### src/inc/bbo_cfg.svh
// Constants for the branch, skip and bit operation unit
`ifndef BBO_CFG_SVH
`define BBO_CFG_SVH
`define BBO_AW          8
`define BBO_OFF_CMD     8'h00
`define BBO_OFF_OPND    8'h04
`define BBO_OFF_PC      8'h08
`define BBO_OFF_FLAGS   8'h0C
`define BBO_OFF_RESULT  8'h10
`define BBO_OFF_STAT    8'h14
`define BBO_FLG_C       0
`define BBO_FLG_Z       1
`define BBO_FLG_N       2
`define BBO_FLG_V       3
`define BBO_FLG_S       4
`define BBO_FLG_H       5
`define BBO_FLG_T       6
`define BBO_FLG_I       7
`define BBO_MSB         7
`define BBO_CMD_OP_LSB  0
`define BBO_CMD_BIT_LSB 8
`define BBO_CMD_S_LSB   12
`define BBO_CMD_TWO_WORD 16
`define BBO_OPND_K_LSB  16
`define BBO_ST_BUSY     0
`define BBO_ST_DONE     1
`define BBO_ST_CYC_LSB  4
`define BBO_ST_TAKEN    8
`define BBO_ST_IO_WE    9
`define BBO_ST_BAD_OP   10
`define BBO_CYC_ONE     2'h1
`define BBO_CYC_TWO     2'h2
`define BBO_CYC_THREE   2'h3
`define BBO_PC_ONE      16'h0001
`define BBO_PC_TWO      16'h0002
`define BBO_PC_THREE    16'h0003
`define BBO_PC_RST      16'h0000
`define BBO_FLAGS_RST   8'h00
`define BBO_RESP_OKAY   2'h0
`define BBO_RESP_SLVERR 2'h2
`endif

### src/inc/bbo_pkg.sv
// Types for the branch, skip and bit operation unit
package bbo_pkg;
  typedef enum logic [5:0] {
    BBO_SKIP_REG_LOW  = 6'h00, BBO_SKIP_REG_HIGH = 6'h01,
    BBO_SKIP_IO_LOW   = 6'h02, BBO_SKIP_IO_HIGH  = 6'h03,
    BBO_BR_STAT_HIGH  = 6'h04, BBO_BR_STAT_LOW   = 6'h05,
    BBO_BR_EQ         = 6'h06, BBO_BR_NE         = 6'h07,
    BBO_BR_C_HIGH     = 6'h08, BBO_BR_C_LOW      = 6'h09,
    BBO_BR_SAME_HI    = 6'h0A, BBO_BR_LOWER      = 6'h0B,
    BBO_BR_NEG        = 6'h0C, BBO_BR_POS        = 6'h0D,
    BBO_BR_SGE        = 6'h0E, BBO_BR_SLT        = 6'h0F,
    BBO_BR_H_HIGH     = 6'h10, BBO_BR_H_LOW      = 6'h11,
    BBO_BR_T_HIGH     = 6'h12, BBO_BR_T_LOW      = 6'h13,
    BBO_BR_V_HIGH     = 6'h14, BBO_BR_V_LOW      = 6'h15,
    BBO_BR_IRQ_EN     = 6'h16, BBO_BR_IRQ_DIS    = 6'h17,
    BBO_IO_FORCE_ONE  = 6'h18, BBO_IO_FORCE_ZERO = 6'h19,
    BBO_LSL           = 6'h1A, BBO_LSR           = 6'h1B,
    BBO_ROL           = 6'h1C, BBO_ROR           = 6'h1D,
    BBO_ASR           = 6'h1E, BBO_SWAP          = 6'h1F,
    BBO_BIT_TO_T      = 6'h20, BBO_T_TO_BIT      = 6'h21
  } bbo_op_t;

  typedef enum logic [0:0] {
    BBO_IDLE = 1'b0,
    BBO_EXEC = 1'b1
  } bbo_fsm_t;

  typedef struct packed {
    logic        awvalid;
    logic [7:0]  awaddr;
    logic        wvalid;
    logic [31:0] wdata;
    logic [3:0]  wstrb;
    logic        bready;
    logic        arvalid;
    logic [7:0]  araddr;
    logic        rready;
  } bbo_axi_req_t;

  typedef struct packed {
    logic        awready;
    logic        wready;
    logic        bvalid;
    logic [1:0]  bresp;
    logic        arready;
    logic        rvalid;
    logic [31:0] rdata;
    logic [1:0]  rresp;
  } bbo_axi_rsp_t;

  typedef struct packed {
    bbo_fsm_t    fsm;
    bbo_op_t     op;
    logic [2:0]  bit_sel;
    logic [2:0]  stat_sel;
    logic        two_word;
    logic [7:0]  opnd;
    logic [6:0]  koff;
    logic [15:0] pc;
    logic [7:0]  flags;
    logic [7:0]  result;
    logic [1:0]  cyc_left;
    logic [1:0]  cycles;
    logic        taken;
    logic        done;
    logic        io_we;
    logic        bad_op;
    logic        aw_held;
    logic [7:0]  awaddr;
    logic        w_held;
    logic [31:0] wdata;
    logic [3:0]  wstrb;
    logic        bvalid;
    logic [1:0]  bresp;
    logic        rvalid;
    logic [31:0] rdata;
    logic [1:0]  rresp;
  } bbo_state_t;
endpackage

### src/design/bbo_unit.sv
// Branch, skip, I/O bit and shift unit with an AXI4-Lite register slave
//
// Chosen here: the placing of the registers and the AXI4-Lite register port.
`timescale 1ns/1ps
`include "bbo_cfg.svh"

// Operation
// - Skip next when register bit is zero
// - Skip next when register bit is one
// - Skip next when I/O bit is zero
// - Skip next when I/O bit is one
// - Generic status branch on chosen bit polarity
// - Equal and not-equal branch on zero
// - Carry branches, one or two cycles
// - Minus and plus branch on negative
// - Signed branches on negative XOR overflow
// - Half-carry branches on half-carry flag
// - T branches on T flag
// - Overflow branches on overflow flag
// - Interrupt branches on global enable flag
// - Force I/O bit, two cycles, no flags
// - Logical shifts fill zero, update four flags
// - Rotates pass through carry
// - Arithmetic right shift keeps sign bit
// - Nibble swap, no flags changed
// - Copy register bit into T only
// - Write T into register bit
module bbo_unit
  import bbo_pkg::*;
(
  input  wire logic         ref_clk,
  input  wire logic         nrst,
  input  wire bbo_axi_req_t axi_req,
  output bbo_axi_rsp_t      axi_rsp,
  output logic [15:0]       pc,
  output logic [7:0]        status_flags,
  output logic [7:0]        result,
  output logic              busy
);

  bbo_state_t st;
  bbo_state_t next_st;

  function automatic logic [31:0] wmerge(input logic [31:0] old_v,
                                         input logic [31:0] new_v,
                                         input logic [3:0]  strb);
    logic [31:0] r;
    r = old_v;
    for (int i = 0; i < 4; i++) begin
      if (strb[i]) begin
        r[i*8 +: 8] = new_v[i*8 +: 8];
      end
    end
    return r;
  endfunction

  // Condition of every branch as flag index and wanted level; the signed pair tests N xor V
  function automatic logic branch_cond(input bbo_op_t    op,
                                       input logic [2:0] sel,
                                       input logic [7:0] f);
    logic c;
    case (op)
      BBO_BR_STAT_HIGH: c = f[sel];
      BBO_BR_STAT_LOW:  c = !f[sel];
      BBO_BR_EQ:        c = f[`BBO_FLG_Z];
      BBO_BR_NE:        c = !f[`BBO_FLG_Z];
      BBO_BR_C_HIGH:    c = f[`BBO_FLG_C];
      BBO_BR_LOWER:     c = f[`BBO_FLG_C];
      BBO_BR_C_LOW:     c = !f[`BBO_FLG_C];
      BBO_BR_SAME_HI:   c = !f[`BBO_FLG_C];
      BBO_BR_NEG:       c = f[`BBO_FLG_N];
      BBO_BR_POS:       c = !f[`BBO_FLG_N];
      BBO_BR_SGE:       c = !(f[`BBO_FLG_N] ^ f[`BBO_FLG_V]);
      BBO_BR_SLT:       c = f[`BBO_FLG_N] ^ f[`BBO_FLG_V];
      BBO_BR_H_HIGH:    c = f[`BBO_FLG_H];
      BBO_BR_H_LOW:     c = !f[`BBO_FLG_H];
      BBO_BR_T_HIGH:    c = f[`BBO_FLG_T];
      BBO_BR_T_LOW:     c = !f[`BBO_FLG_T];
      BBO_BR_V_HIGH:    c = f[`BBO_FLG_V];
      BBO_BR_V_LOW:     c = !f[`BBO_FLG_V];
      BBO_BR_IRQ_EN:    c = f[`BBO_FLG_I];
      BBO_BR_IRQ_DIS:   c = !f[`BBO_FLG_I];
      default:          c = 1'b0;
    endcase
    return c;
  endfunction

  logic        wr_go;
  logic [31:0] wr_word;
  logic        go;
  logic        cond;
  logic [7:0]  shres;
  logic        shc;
  logic [15:0] koff_ext;
  logic [7:0]  bmask;

  always_comb begin
    next_st  = st;
    wr_go    = 1'b0;
    wr_word  = 32'h0000_0000;
    go       = 1'b0;
    cond     = 1'b0;
    shres    = 8'h00;
    shc      = 1'b0;
    koff_ext = 16'h0000;
    bmask    = 8'h00;

    // Execution countdown; the result was committed at issue
    case (st.fsm)
      BBO_IDLE: begin
        next_st.fsm = BBO_IDLE;
      end
      BBO_EXEC: begin
        if (st.cyc_left == `BBO_CYC_ONE) begin
          next_st.fsm  = BBO_IDLE;
          next_st.done = 1'b1;
        end else begin
          next_st.cyc_left = st.cyc_left - `BBO_CYC_ONE;
        end
      end
      default: begin
        next_st.fsm = BBO_IDLE;
      end
    endcase

    // Write channels are taken independently, in either order
    if (axi_req.awvalid && !st.aw_held && !st.bvalid) begin
      next_st.aw_held = 1'b1;
      next_st.awaddr  = axi_req.awaddr;
    end
    if (axi_req.wvalid && !st.w_held && !st.bvalid) begin
      next_st.w_held = 1'b1;
      next_st.wdata  = axi_req.wdata;
      next_st.wstrb  = axi_req.wstrb;
    end
    if (st.bvalid && axi_req.bready) begin
      next_st.bvalid = 1'b0;
    end

    // A response must be taken before either write channel opens again
    wr_go = st.aw_held && st.w_held && !st.bvalid;
    if (wr_go) begin
      next_st.aw_held = 1'b0;
      next_st.w_held  = 1'b0;
      next_st.bvalid  = 1'b1;
      next_st.bresp   = `BBO_RESP_OKAY;
      case (st.awaddr)
        `BBO_OFF_CMD: begin
          // Commands arriving while busy are refused rather than queued
          if (st.fsm == BBO_EXEC) begin
            next_st.bresp = `BBO_RESP_SLVERR;
          end else begin
            wr_word          = wmerge(32'h0000_0000, st.wdata, st.wstrb);
            next_st.op       = bbo_op_t'(wr_word[`BBO_CMD_OP_LSB +: 6]);
            next_st.bit_sel  = wr_word[`BBO_CMD_BIT_LSB +: 3];
            next_st.stat_sel = wr_word[`BBO_CMD_S_LSB +: 3];
            next_st.two_word = wr_word[`BBO_CMD_TWO_WORD];
            go               = 1'b1;
          end
        end
        // Offset is stored raw and sign-extended only when a command issues
        `BBO_OFF_OPND: begin
          wr_word      = wmerge({9'h000, st.koff, 8'h00, st.opnd}, st.wdata, st.wstrb);
          next_st.opnd = wr_word[7:0];
          next_st.koff = wr_word[`BBO_OPND_K_LSB +: 7];
        end
        // PC and flags are locked while busy so the status word stays consistent
        `BBO_OFF_PC: begin
          if (st.fsm == BBO_EXEC) begin
            next_st.bresp = `BBO_RESP_SLVERR;
          end else begin
            wr_word    = wmerge({16'h0000, st.pc}, st.wdata, st.wstrb);
            next_st.pc = wr_word[15:0];
          end
        end
        `BBO_OFF_FLAGS: begin
          if (st.fsm == BBO_EXEC) begin
            next_st.bresp = `BBO_RESP_SLVERR;
          end else begin
            wr_word       = wmerge({24'h00_0000, st.flags}, st.wdata, st.wstrb);
            next_st.flags = wr_word[7:0];
          end
        end
        // Read-only words accept writes silently so a blind store never faults
        `BBO_OFF_RESULT, `BBO_OFF_STAT: begin
          next_st.bresp = `BBO_RESP_OKAY;
        end
        default: begin
          next_st.bresp = `BBO_RESP_SLVERR;
        end
      endcase
    end

    // Issue: PC, flags and result are updated at once, busy covers the cycles
    if (go) begin
      next_st.fsm    = BBO_EXEC;
      next_st.done   = 1'b0;
      next_st.taken  = 1'b0;
      next_st.io_we  = 1'b0;
      next_st.bad_op = 1'b0;
      next_st.cycles = `BBO_CYC_ONE;
      next_st.result = st.opnd;
      next_st.pc     = st.pc + `BBO_PC_ONE;
      // One mask serves both forced-bit forms
      bmask          = 8'h01 << next_st.bit_sel;
      koff_ext       = {{9{next_st.koff[6]}}, next_st.koff};
      case (next_st.op)
        BBO_SKIP_REG_LOW, BBO_SKIP_IO_LOW: begin
          cond = !st.opnd[next_st.bit_sel];
        end
        BBO_SKIP_REG_HIGH, BBO_SKIP_IO_HIGH: begin
          cond = st.opnd[next_st.bit_sel];
        end
        default: begin
          cond = branch_cond(next_st.op, next_st.stat_sel, st.flags);
        end
      endcase
      case (next_st.op)
        // Skipped word count comes from software; nothing is fetched here
        BBO_SKIP_REG_LOW, BBO_SKIP_REG_HIGH, BBO_SKIP_IO_LOW, BBO_SKIP_IO_HIGH: begin
          next_st.taken = cond;
          if (cond && next_st.two_word) begin
            next_st.cycles = `BBO_CYC_THREE;
            next_st.pc     = st.pc + `BBO_PC_THREE;
          end else if (cond) begin
            next_st.cycles = `BBO_CYC_TWO;
            next_st.pc     = st.pc + `BBO_PC_TWO;
          end
        end
        // Every branch shares one adder; the flag test only picks the target
        BBO_BR_STAT_HIGH, BBO_BR_STAT_LOW, BBO_BR_EQ, BBO_BR_NE, BBO_BR_C_HIGH,
        BBO_BR_C_LOW, BBO_BR_SAME_HI, BBO_BR_LOWER, BBO_BR_NEG, BBO_BR_POS,
        BBO_BR_SGE, BBO_BR_SLT, BBO_BR_H_HIGH, BBO_BR_H_LOW, BBO_BR_T_HIGH,
        BBO_BR_T_LOW, BBO_BR_V_HIGH, BBO_BR_V_LOW, BBO_BR_IRQ_EN, BBO_BR_IRQ_DIS: begin
          next_st.taken = cond;
          if (cond) begin
            next_st.cycles = `BBO_CYC_TWO;
            next_st.pc     = st.pc + `BBO_PC_ONE + koff_ext;
          end
        end
        BBO_IO_FORCE_ONE: begin
          next_st.result = st.opnd | bmask;
          next_st.cycles = `BBO_CYC_TWO;
          next_st.io_we  = 1'b1;
        end
        BBO_IO_FORCE_ZERO: begin
          next_st.result = st.opnd & ~bmask;
          next_st.cycles = `BBO_CYC_TWO;
          next_st.io_we  = 1'b1;
        end
        BBO_LSL, BBO_LSR, BBO_ROL, BBO_ROR, BBO_ASR: begin
          case (next_st.op)
            BBO_LSL: begin
              shres = {st.opnd[6:0], 1'b0};
              shc   = st.opnd[`BBO_MSB];
            end
            BBO_LSR: begin
              shres = {1'b0, st.opnd[7:1]};
              shc   = st.opnd[0];
            end
            BBO_ROL: begin
              shres = {st.opnd[6:0], st.flags[`BBO_FLG_C]};
              shc   = st.opnd[`BBO_MSB];
            end
            BBO_ROR: begin
              shres = {st.flags[`BBO_FLG_C], st.opnd[7:1]};
              shc   = st.opnd[0];
            end
            default: begin
              shres = {st.opnd[`BBO_MSB], st.opnd[7:1]};
              shc   = st.opnd[0];
            end
          endcase
          // Sign flag is left alone; only the four listed flags move
          // V is N xor C, so signed tests after a shift see the moved sign
          next_st.result              = shres;
          next_st.flags[`BBO_FLG_C]   = shc;
          next_st.flags[`BBO_FLG_Z]   = (shres == 8'h00);
          next_st.flags[`BBO_FLG_N]   = shres[`BBO_MSB];
          next_st.flags[`BBO_FLG_V]   = shres[`BBO_MSB] ^ shc;
        end
        BBO_SWAP: begin
          next_st.result = {st.opnd[3:0], st.opnd[7:4]};
        end
        BBO_BIT_TO_T: begin
          next_st.flags[`BBO_FLG_T] = st.opnd[next_st.bit_sel];
        end
        BBO_T_TO_BIT: begin
          next_st.result                   = st.opnd;
          next_st.result[next_st.bit_sel]  = st.flags[`BBO_FLG_T];
        end
        default: begin
          // Unknown codes still cost one cycle so software never hangs
          next_st.bad_op = 1'b1;
          next_st.pc     = st.pc;
        end
      endcase
      next_st.cyc_left = next_st.cycles;
    end

    // Read channel; one read outstanding, answered one cycle after address
    // Read data is registered so it cannot move while rvalid stands
    if (st.rvalid && axi_req.rready) begin
      next_st.rvalid = 1'b0;
    end
    if (axi_req.arvalid && !st.rvalid) begin
      next_st.rvalid = 1'b1;
      next_st.rresp  = `BBO_RESP_OKAY;
      case (axi_req.araddr)
        `BBO_OFF_CMD: begin
          next_st.rdata                         = 32'h0000_0000;
          next_st.rdata[`BBO_CMD_OP_LSB +: 6]   = st.op;
          next_st.rdata[`BBO_CMD_BIT_LSB +: 3]  = st.bit_sel;
          next_st.rdata[`BBO_CMD_S_LSB +: 3]    = st.stat_sel;
          next_st.rdata[`BBO_CMD_TWO_WORD]      = st.two_word;
        end
        `BBO_OFF_OPND: begin
          next_st.rdata                         = 32'h0000_0000;
          next_st.rdata[7:0]                    = st.opnd;
          next_st.rdata[`BBO_OPND_K_LSB +: 7]   = st.koff;
        end
        `BBO_OFF_PC:     next_st.rdata = {16'h0000, st.pc};
        `BBO_OFF_FLAGS:  next_st.rdata = {24'h00_0000, st.flags};
        `BBO_OFF_RESULT: next_st.rdata = {24'h00_0000, st.result};
        `BBO_OFF_STAT: begin
          next_st.rdata                         = 32'h0000_0000;
          next_st.rdata[`BBO_ST_BUSY]           = (st.fsm == BBO_EXEC);
          next_st.rdata[`BBO_ST_DONE]           = st.done;
          next_st.rdata[`BBO_ST_CYC_LSB +: 2]   = st.cycles;
          next_st.rdata[`BBO_ST_TAKEN]          = st.taken;
          next_st.rdata[`BBO_ST_IO_WE]          = st.io_we;
          next_st.rdata[`BBO_ST_BAD_OP]         = st.bad_op;
        end
        default: begin
          next_st.rdata = 32'h0000_0000;
          next_st.rresp = `BBO_RESP_SLVERR;
        end
      endcase
    end
  end

  always_ff @(posedge ref_clk or negedge nrst) begin
    if (!nrst) begin
      st          <= '0;
      st.fsm      <= BBO_IDLE;
      st.op       <= BBO_SKIP_REG_LOW;
      st.pc       <= `BBO_PC_RST;
      st.flags    <= `BBO_FLAGS_RST;
      st.bresp    <= `BBO_RESP_OKAY;
      st.rresp    <= `BBO_RESP_OKAY;
    end else begin
      st <= next_st;
    end
  end

  // Ready comes straight from flops, so no path runs from bus input to output
  always_comb begin
    axi_rsp.awready = !st.aw_held && !st.bvalid;
    axi_rsp.wready  = !st.w_held && !st.bvalid;
    axi_rsp.bvalid  = st.bvalid;
    axi_rsp.bresp   = st.bresp;
    axi_rsp.arready = !st.rvalid;
    axi_rsp.rvalid  = st.rvalid;
    axi_rsp.rdata   = st.rdata;
    axi_rsp.rresp   = st.rresp;
  end

  assign pc           = st.pc;
  assign status_flags = st.flags;
  assign result       = st.result;
  assign busy         = (st.fsm == BBO_EXEC);

endmodule

### config.mk
export PLATFORM = sky130hd
export DESIGN_NAME = bbo_unit
export DESIGN_NICKNAME = d
export VERILOG_FILES = /design/src/inc/bbo_pkg.sv /design/src/design/bbo_unit.sv
export VERILOG_INCLUDE_DIRS = /design/src /design/src/inc
export SDC_FILE = /design/constraint.sdc
export NUM_CORES = 1
export LEC_CHECK = 0
export ABC_AREA = 1
export BUFFER_PORTS_ARGS = -buffer_cell sky130_fd_sc_hd__clkbuf_2
export CORE_MARGIN = 2
export CORE_UTILIZATION = 30
export CTS_CLUSTER_DIAMETER = 50
export DETAILED_ROUTE_END_ITERATION = 10
export PLACE_DENSITY = 0.59
export SYNTH_ARGS = -nofsm -noshare
export SYNTH_HDL_FRONTEND = slang
export SYNTH_SLANG_ARGS = --single-unit
### constraint.sdc
create_clock -name ref_clk -period 6.24 [get_ports ref_clk]
set_clock_uncertainty 0.15 [all_clocks]
set_input_delay 0.936 -clock ref_clk [delete_from_list [all_inputs] [get_ports ref_clk]]
set_output_delay 0.936 -clock ref_clk [all_outputs]
set_load 0.01 [all_outputs]
==> results of run 1 <==
==> critical path, stage by stage, from the launching register on <==
cell,delay [ps]
dfrtp_1,430
inv_2,100
nand3_4,140
inv_1,460
nand4_1,490
o21ai_1,940
ha_1,430
a21oi_1,190
o21ai_0,160
a21boi_0,360
o21ai_0,190
nor2_1,120
nor2_1,70
o21bai_1,120
nand3_1,100
nand2_1,90
nand2_1,40
==> Yosys cell counts (7+ instances only) <==
library cell  number
nand3_1           86
xor2_1            34
nand2_1          330
a21oi_1           71
o22ai_1           17
nor2_2             9
mux2_2            16
dfrtp_1          132
nand3_2            8
buf_4             73
nor3_1            11
clkbuf_1          25
nor2_1           112
nand4_1            7
inv_1            121
nand2_2           10
o21ai_0          106
nand2_4           10
inv_2             11
ha_1              20
xnor2_1            9
==> cell families after synthesis <==
kind of cell | after synthesis
DFF | 132
AOI/OAI and AO/OA | 238
xor gates and xnor gates | 43
muxes | 16
buffers and inverters | 243
adders and majority gates | 21
and+or+nand+nor | 605
other | 1
==> flip-flops by register name (all words and copies together), names as in the netlist <==
register / cells
pc: 16
status_flags: 8
busy: 1
axi_rsp: 27
result: 8
st: 72
==> worst min-delay path by stage <==
stage                     start     endpoint  slack [ps]  cells past startpoint
floorplan            axi_rsp[4]   axi_rsp[4]         300                      2
global placement    axi_rsp[17]  axi_rsp[17]         320                      2
detailed placement  axi_rsp[18]  axi_rsp[18]         320                      2
CTS                 axi_rsp[17]  axi_rsp[17]         340                      2
global route        axi_rsp[10]  axi_rsp[10]         350                      2
finish              axi_rsp[12]  axi_rsp[12]         330                      2
==> area by class of cell <==
class | count | share of cell area [%]
multi-input cells | 934 | 47.2
flip-flops and latches | 132 | 31.6
repair buffers | 117 | 5.81
inverters | 133 | 4.80
well taps | 396 | 4.74
clock buffers | 18 | 4.20
clock inverters | 14 | 1.59
==> power by group <==
group	total, W	leakage, nW	switching [W]	internal (W)
logic	0.00121	3.02	0.000822	0.000390
clock network	0.00104	0.288	0.000433	0.000612
registers	0.00130	1.71	0.000241	0.00106
==> metrics by stage <==
stage	instance area, um^2	utilization, %
2_1_floorplan	9470	-
3_3_place_gp	9840	32.0
3_5_place_dp	9840	32.0
4_1_cts	10400	34.0
5_1_grt	10400	34.0
6_report	10400	34.0
==> per-layer routing <==
layer / up-vias / track usage [%]
met5: - / 0
met2: 368 / 28.5
met3: 28 / 3.27
met1: 4209 / 29.6
li1: 4263 / -
met4: 0 / 4.85
==> out/qor.txt, run 1 <==
share of post-route cells with drive strength above 1: 16.8%
CTS tree: yes
commonest non-fill, non-tap cell in the layout: nand2_1
met2 wire length: 13,700 um
Worst EP arrival: 4880 ps
sequential cell area: 3300 um^2
hold crit path type: flip-flop to flip-flop
area of the mapped netlist: 9430 um^2
routed length on met3: 2210 um
core area: 30,700 um^2
PnR worst setup slack: 1530 ps
final setup violation count: 0
RSZ-0062 raised after global routing: false
max frequency: 212 MHz
ANT cells: 0
via count: 8,868
Clk Tree Root Cell: clkbuf_16
Die W: 181 um
Syn. warnings: 0
clk_lat worst skew: 430 ps
Final Cycle Share: 75.5%
synthesized area per cell: 7.26 um^2
initial core utilization: 30.7%
chip height: 181 um
Max Cap Violations: 0
Hold Violations, Final: 0
DR WL/cell: 18.4 um
Synth area leader: dfrtp_1
Slew Viols, Final: 0
Resized cells post-CTS: 0
CP endpoint: pc[12]
CTS Sinks: 132
global-route wire length before repair: 49,500 um
fin nets: 1,415
relative slew slack: 28.9%
mux contribution to synthesized area: 1.91%
post-route ant nets: 0
vias in the first global route: 8,279
Via density: 5.08
IO Pins: 133
worst-margin pin slew: 1060 ps
Pleak: 5.02 nW
critical path startpoint category: flip-flop
r2r startpoint: axi_rsp[38]
max layer used: met4
CP max FO: 16
maximum VDD drop: 281 uV
DR pass1 iterations: 5
die area: 32,900 um^2
# DRC: 0
pwr dens: 340 nW/um^2
compound-cell area share of the yosys netlist: 14.2%
Post-CTS Setup Bufs: 0
CP endpoint kind: flip-flop
Synth Area in XOR/XNOR: 3.99%
#FFs+latches synth: 132
gr usage total: 19.5%
Synth Flop Type: dfrtp_1
initial antenna violation count: 0
post-synthesis simple-gate area fraction: 28.9%
post-route setup TNS: 0 ps
htree depth: 4
cts bufs inserted: 17
CTS max path bufs: 2
number of synthesized flops with an enable pin: 0
GRT Residual Overflow: 0
largest net degree at the start of global routing: 84
largest family of logic cells by synthesized area: simple AND/OR/NAND/NOR gates
Multi-input gate area: 4930 um^2
Metal-1 WL: 15,600 um
hold_buf cts: 0
placed insts: 1,712
reg2reg setup slack: 1530 ps
post-DP HPWL: 24,700 um
Seq/Total Area, Yosys: 35.0%
Post-Synth Adder-Cell Area: 2.87%
WS Path Type: flip-flop to flip-flop
# fillers: 3,354
Distinct cells, synth: 55
Rows: 64
Yosys top cell area share: 35.0%
drt initial violations: 795
synth top area cells: dfrtp_1 (35%), nand2_1 (13%), buf_4 (5.8%), o21ai_0 (5.6%), inv_1 (4.8%)
Mapped Cells: 1,299
DP Worst Slack: 1600 ps
Detailed Route WL: 32,100 um
RD Place Congestion: 0.927
Worst EP required: 6410 ps
P&R area growth vs syn: 10.7%
port bufs: 111
status: finished, final reports clean
Reg2Reg Depth: 16
Tot Pwr: 0.00356 W
Post-Layout Cell Count: 1,744
most frequent cells in the layout: nand2_1 (330), dfrtp_1 (132), inv_1 (121)
hold slack: 331 ps
Critical Path Start: axi_rsp[38]
endpoint of the worst register-to-register path: pc[12]
final worst path period need: 4710 ps
asr flop ratio synth: 100%
Clock transition at path regs: 70 ps
Note: power is estimated with default switching activity, not from simulation.
==> run 2, diff against run 1 <==
==> constraint.sdc (replaced) <==
create_clock -name ref_clk -period 4.6 [get_ports ref_clk]
set_clock_uncertainty 0.15 [all_clocks]
set_input_delay 0.69 -clock ref_clk [delete_from_list [all_inputs] [get_ports ref_clk]]
set_output_delay 0.69 -clock ref_clk [all_outputs]
set_load 0.01 [all_outputs]
==> run 2 against run 1 <==
First-iteration DRC count is 4.0% lower; utilization is 0.21 points higher; global-route usage is 0.11 points higher; cell area is 0.61% higher; maximum frequency is 14% higher; sequential power is 36% higher; worst setup slack worse by 1100 ps; flip-flop and latch count stayed put; count of clock-buffer cells in the layout is 1 lower; via count is 0.45% lower; critical path type unchanged.
==> out/qor.txt, run 2 (synthesized netlist as in run 1, its figures left out) <==
Resized cells post-CTS: 0 (unchanged)
global-route wire length before repair: 49,800 um (+0.73%)
hold crit path type: input port to asynchronous set/reset pin
largest net degree at the start of global routing: 75 (-11%)
Post-CTS Setup Bufs: 0 (unchanged)
gr usage total: 19.6% (+0.11 points)
pwr dens: 456 nW/um^2 (+34%)
P&R area growth vs syn: 11.4%
most frequent cells in the layout: nand2_1 (330), dfrtp_1 (132), inv_1 (121)
# DRC: 0 (unchanged)
crit-path cells: inv_2, nand3_4, inv_1, nand4_1, o21ai_0, ha_1, a21oi_1, nand2_1, a31oi_1, o21ai_0, a21boi_0, o21ai_0, xnor2_1, o21ai_0, nand2_1, nand3_1, nand2_1, nand2_1
WP buf/inv: 2 (unchanged)
Post-Layout Cell Count: 1,753 (+0.52%)
hold slack: 151 ps (-180 ps)
Slew Viols, Final: 0 (unchanged)
CP top delay family: compound AO/OA/AOI/OAI gates
chip height: 181 um (unchanged)
post-DP HPWL: 24,900 um (+0.56%)
Clock transition at path regs: 70 ps (about the same)
CP endpoint kind: flip-flop
die area: 32,900 um^2 (unchanged)
Max Cap Violations: 0 (unchanged)
IO Pins: 133 (unchanged)
crit-path max cell delay: 430 ps (-510 ps)
status: finished, final reports clean
final worst path period need: 4150 ps (-564 ps)
max frequency: 241 MHz (+14%)
Detailed Route WL: 32,000 um (-0.15%)
Clk Tree Root Cell: clkbuf_16
final setup violation count: 0 (unchanged)
RSZ-0062 raised after global routing: false
clk_lat worst skew: 430 ps (about the same)
WS Path Type: flip-flop to flip-flop
max reg flops: 72 (unchanged)
drt initial violations: 763 (-4.0%)
hold_buf cts: 0 (unchanged)
share of post-route cells with drive strength above 1: 17.5% (+0.63 points)
Rows: 64 (unchanged)
maximum VDD drop: 401 uV (+43%)
Hold Violations, Final: 0 (unchanged)
placed insts: 1,721 (+0.53%)
CTS tree: yes
GRT Residual Overflow: 0 (unchanged)
DR pass1 iterations: 5 (unchanged)
Via density: 5.04 (-0.96%)
ANT cells: 0 (unchanged)
CTS max path bufs: 2 (unchanged)
DR WL/cell: 18.3 um (-0.66%)
htree depth: 4 (unchanged)
Pleak: 5.07 nW (+0.96%)
core area: 30,700 um^2 (unchanged)
Die W: 181 um (unchanged)
Worst EP required: 4770 ps (-1640 ps)
CP max FO: 10 (-6)
fin nets: 1,424 (+0.64%)
initial core utilization: 30.7% (unchanged)
Reg with most FFs: st
CTS Sinks: 132 (unchanged)
post-route setup TNS: 0 ps (unchanged)
Tot Pwr: 0.00480 W (+35%)
port bufs: 111 (unchanged)
cts bufs inserted: 17 (unchanged)
via count: 8,828 (-0.45%)
Worst EP arrival: 4310 ps (-570 ps)
RD Place Congestion: 0.893 (-3.7%)
initial antenna violation count: 0 (unchanged)
highest-delay cell along the critical path: dfrtp_1
post-route ant nets: 0 (unchanged)
Final Cycle Share: 90.2% (+15 points)
relative slew slack: 26.8% (-2.0 points)
# fillers: 3,350 (-0.12%)
worst-margin pin slew: 1090 ps (+30.5 ps)
commonest non-fill, non-tap cell in the layout: nand2_1
vias in the first global route: 8,399 (+1.4%)
critical path startpoint category: flip-flop
==> run 2: cell types whose count changed in the layout (fill, tap and decap cells not counted) <==
cell | before | now
inv_6 | 5 | 6
buf_4 | 6 | 15
clkinv_2 | 0 | 2
clkbuf_8 | 1 | 0
clkinvlp_4 | 3 | 1
o21ai_0 | 105 | 104
nor4_1 | 6 | 5
o21ai_1 | 3 | 4
nor4_2 | 0 | 1
==> run 2: layout make-up <==
cell class / count / area [um^2] / area share (%)
Inverter: 133 / 502 / 4.77
Clock buffer: 17 / 425 / 4.05
Clock inverter: 15 / 170 / 1.62
Tap cell: 396 / 495 / 4.71
Timing Repair Buffer: 126 / 674 / 6.42
Multi-Input combinational cell: 934 / 4940 / 47.0
Sequential cell: 132 / 3300 / 31.4
==> run 2: per-stage QoR <==
stage	cell area (um^2)	setup WS, ps	utilization [%]
finish	10500	452	34.2
global route	10500	62.5	34.2
CTS	10500	283	34.2
detailed placement	9910	319	32.2
global placement	9910	419	32.2
floorplan	9470	921	-
==> run 2: final timing paths <==
path | to | from | depth (start not counted) | slack (ps)
worst max-delay path | pc[11] | axi_rsp[38] | 18 | 450
worst min-delay path | status_flags[5] | nrst | 1 | 150
worst max register to register | pc[11] | axi_rsp[38] | 18 | 450
worst min register to register | axi_rsp[18] | axi_rsp[18] | 2 | 330
max in group asynchronous | st[124] | nrst | 2 | 3250
min in group ref_clk | axi_rsp[38] | axi_req[10] | 2 | 300
==> run 2: layer usage <==
metal  wire length (um)  GRT usage (%)  vias to the layer above
met5                  0              0                        -
met4                571           5.04                        0
met1              15800           29.9                     4158
met3               2300           3.45                       31
met2              13400           28.3                      355
li1                   -              -                     4284
==> run 2: power breakdown <==
part           switching [W]  internal, W
registers           0.000332      0.00143
logic                0.00109     0.000544
clock network       0.000584     0.000815
total                0.00200      0.00279
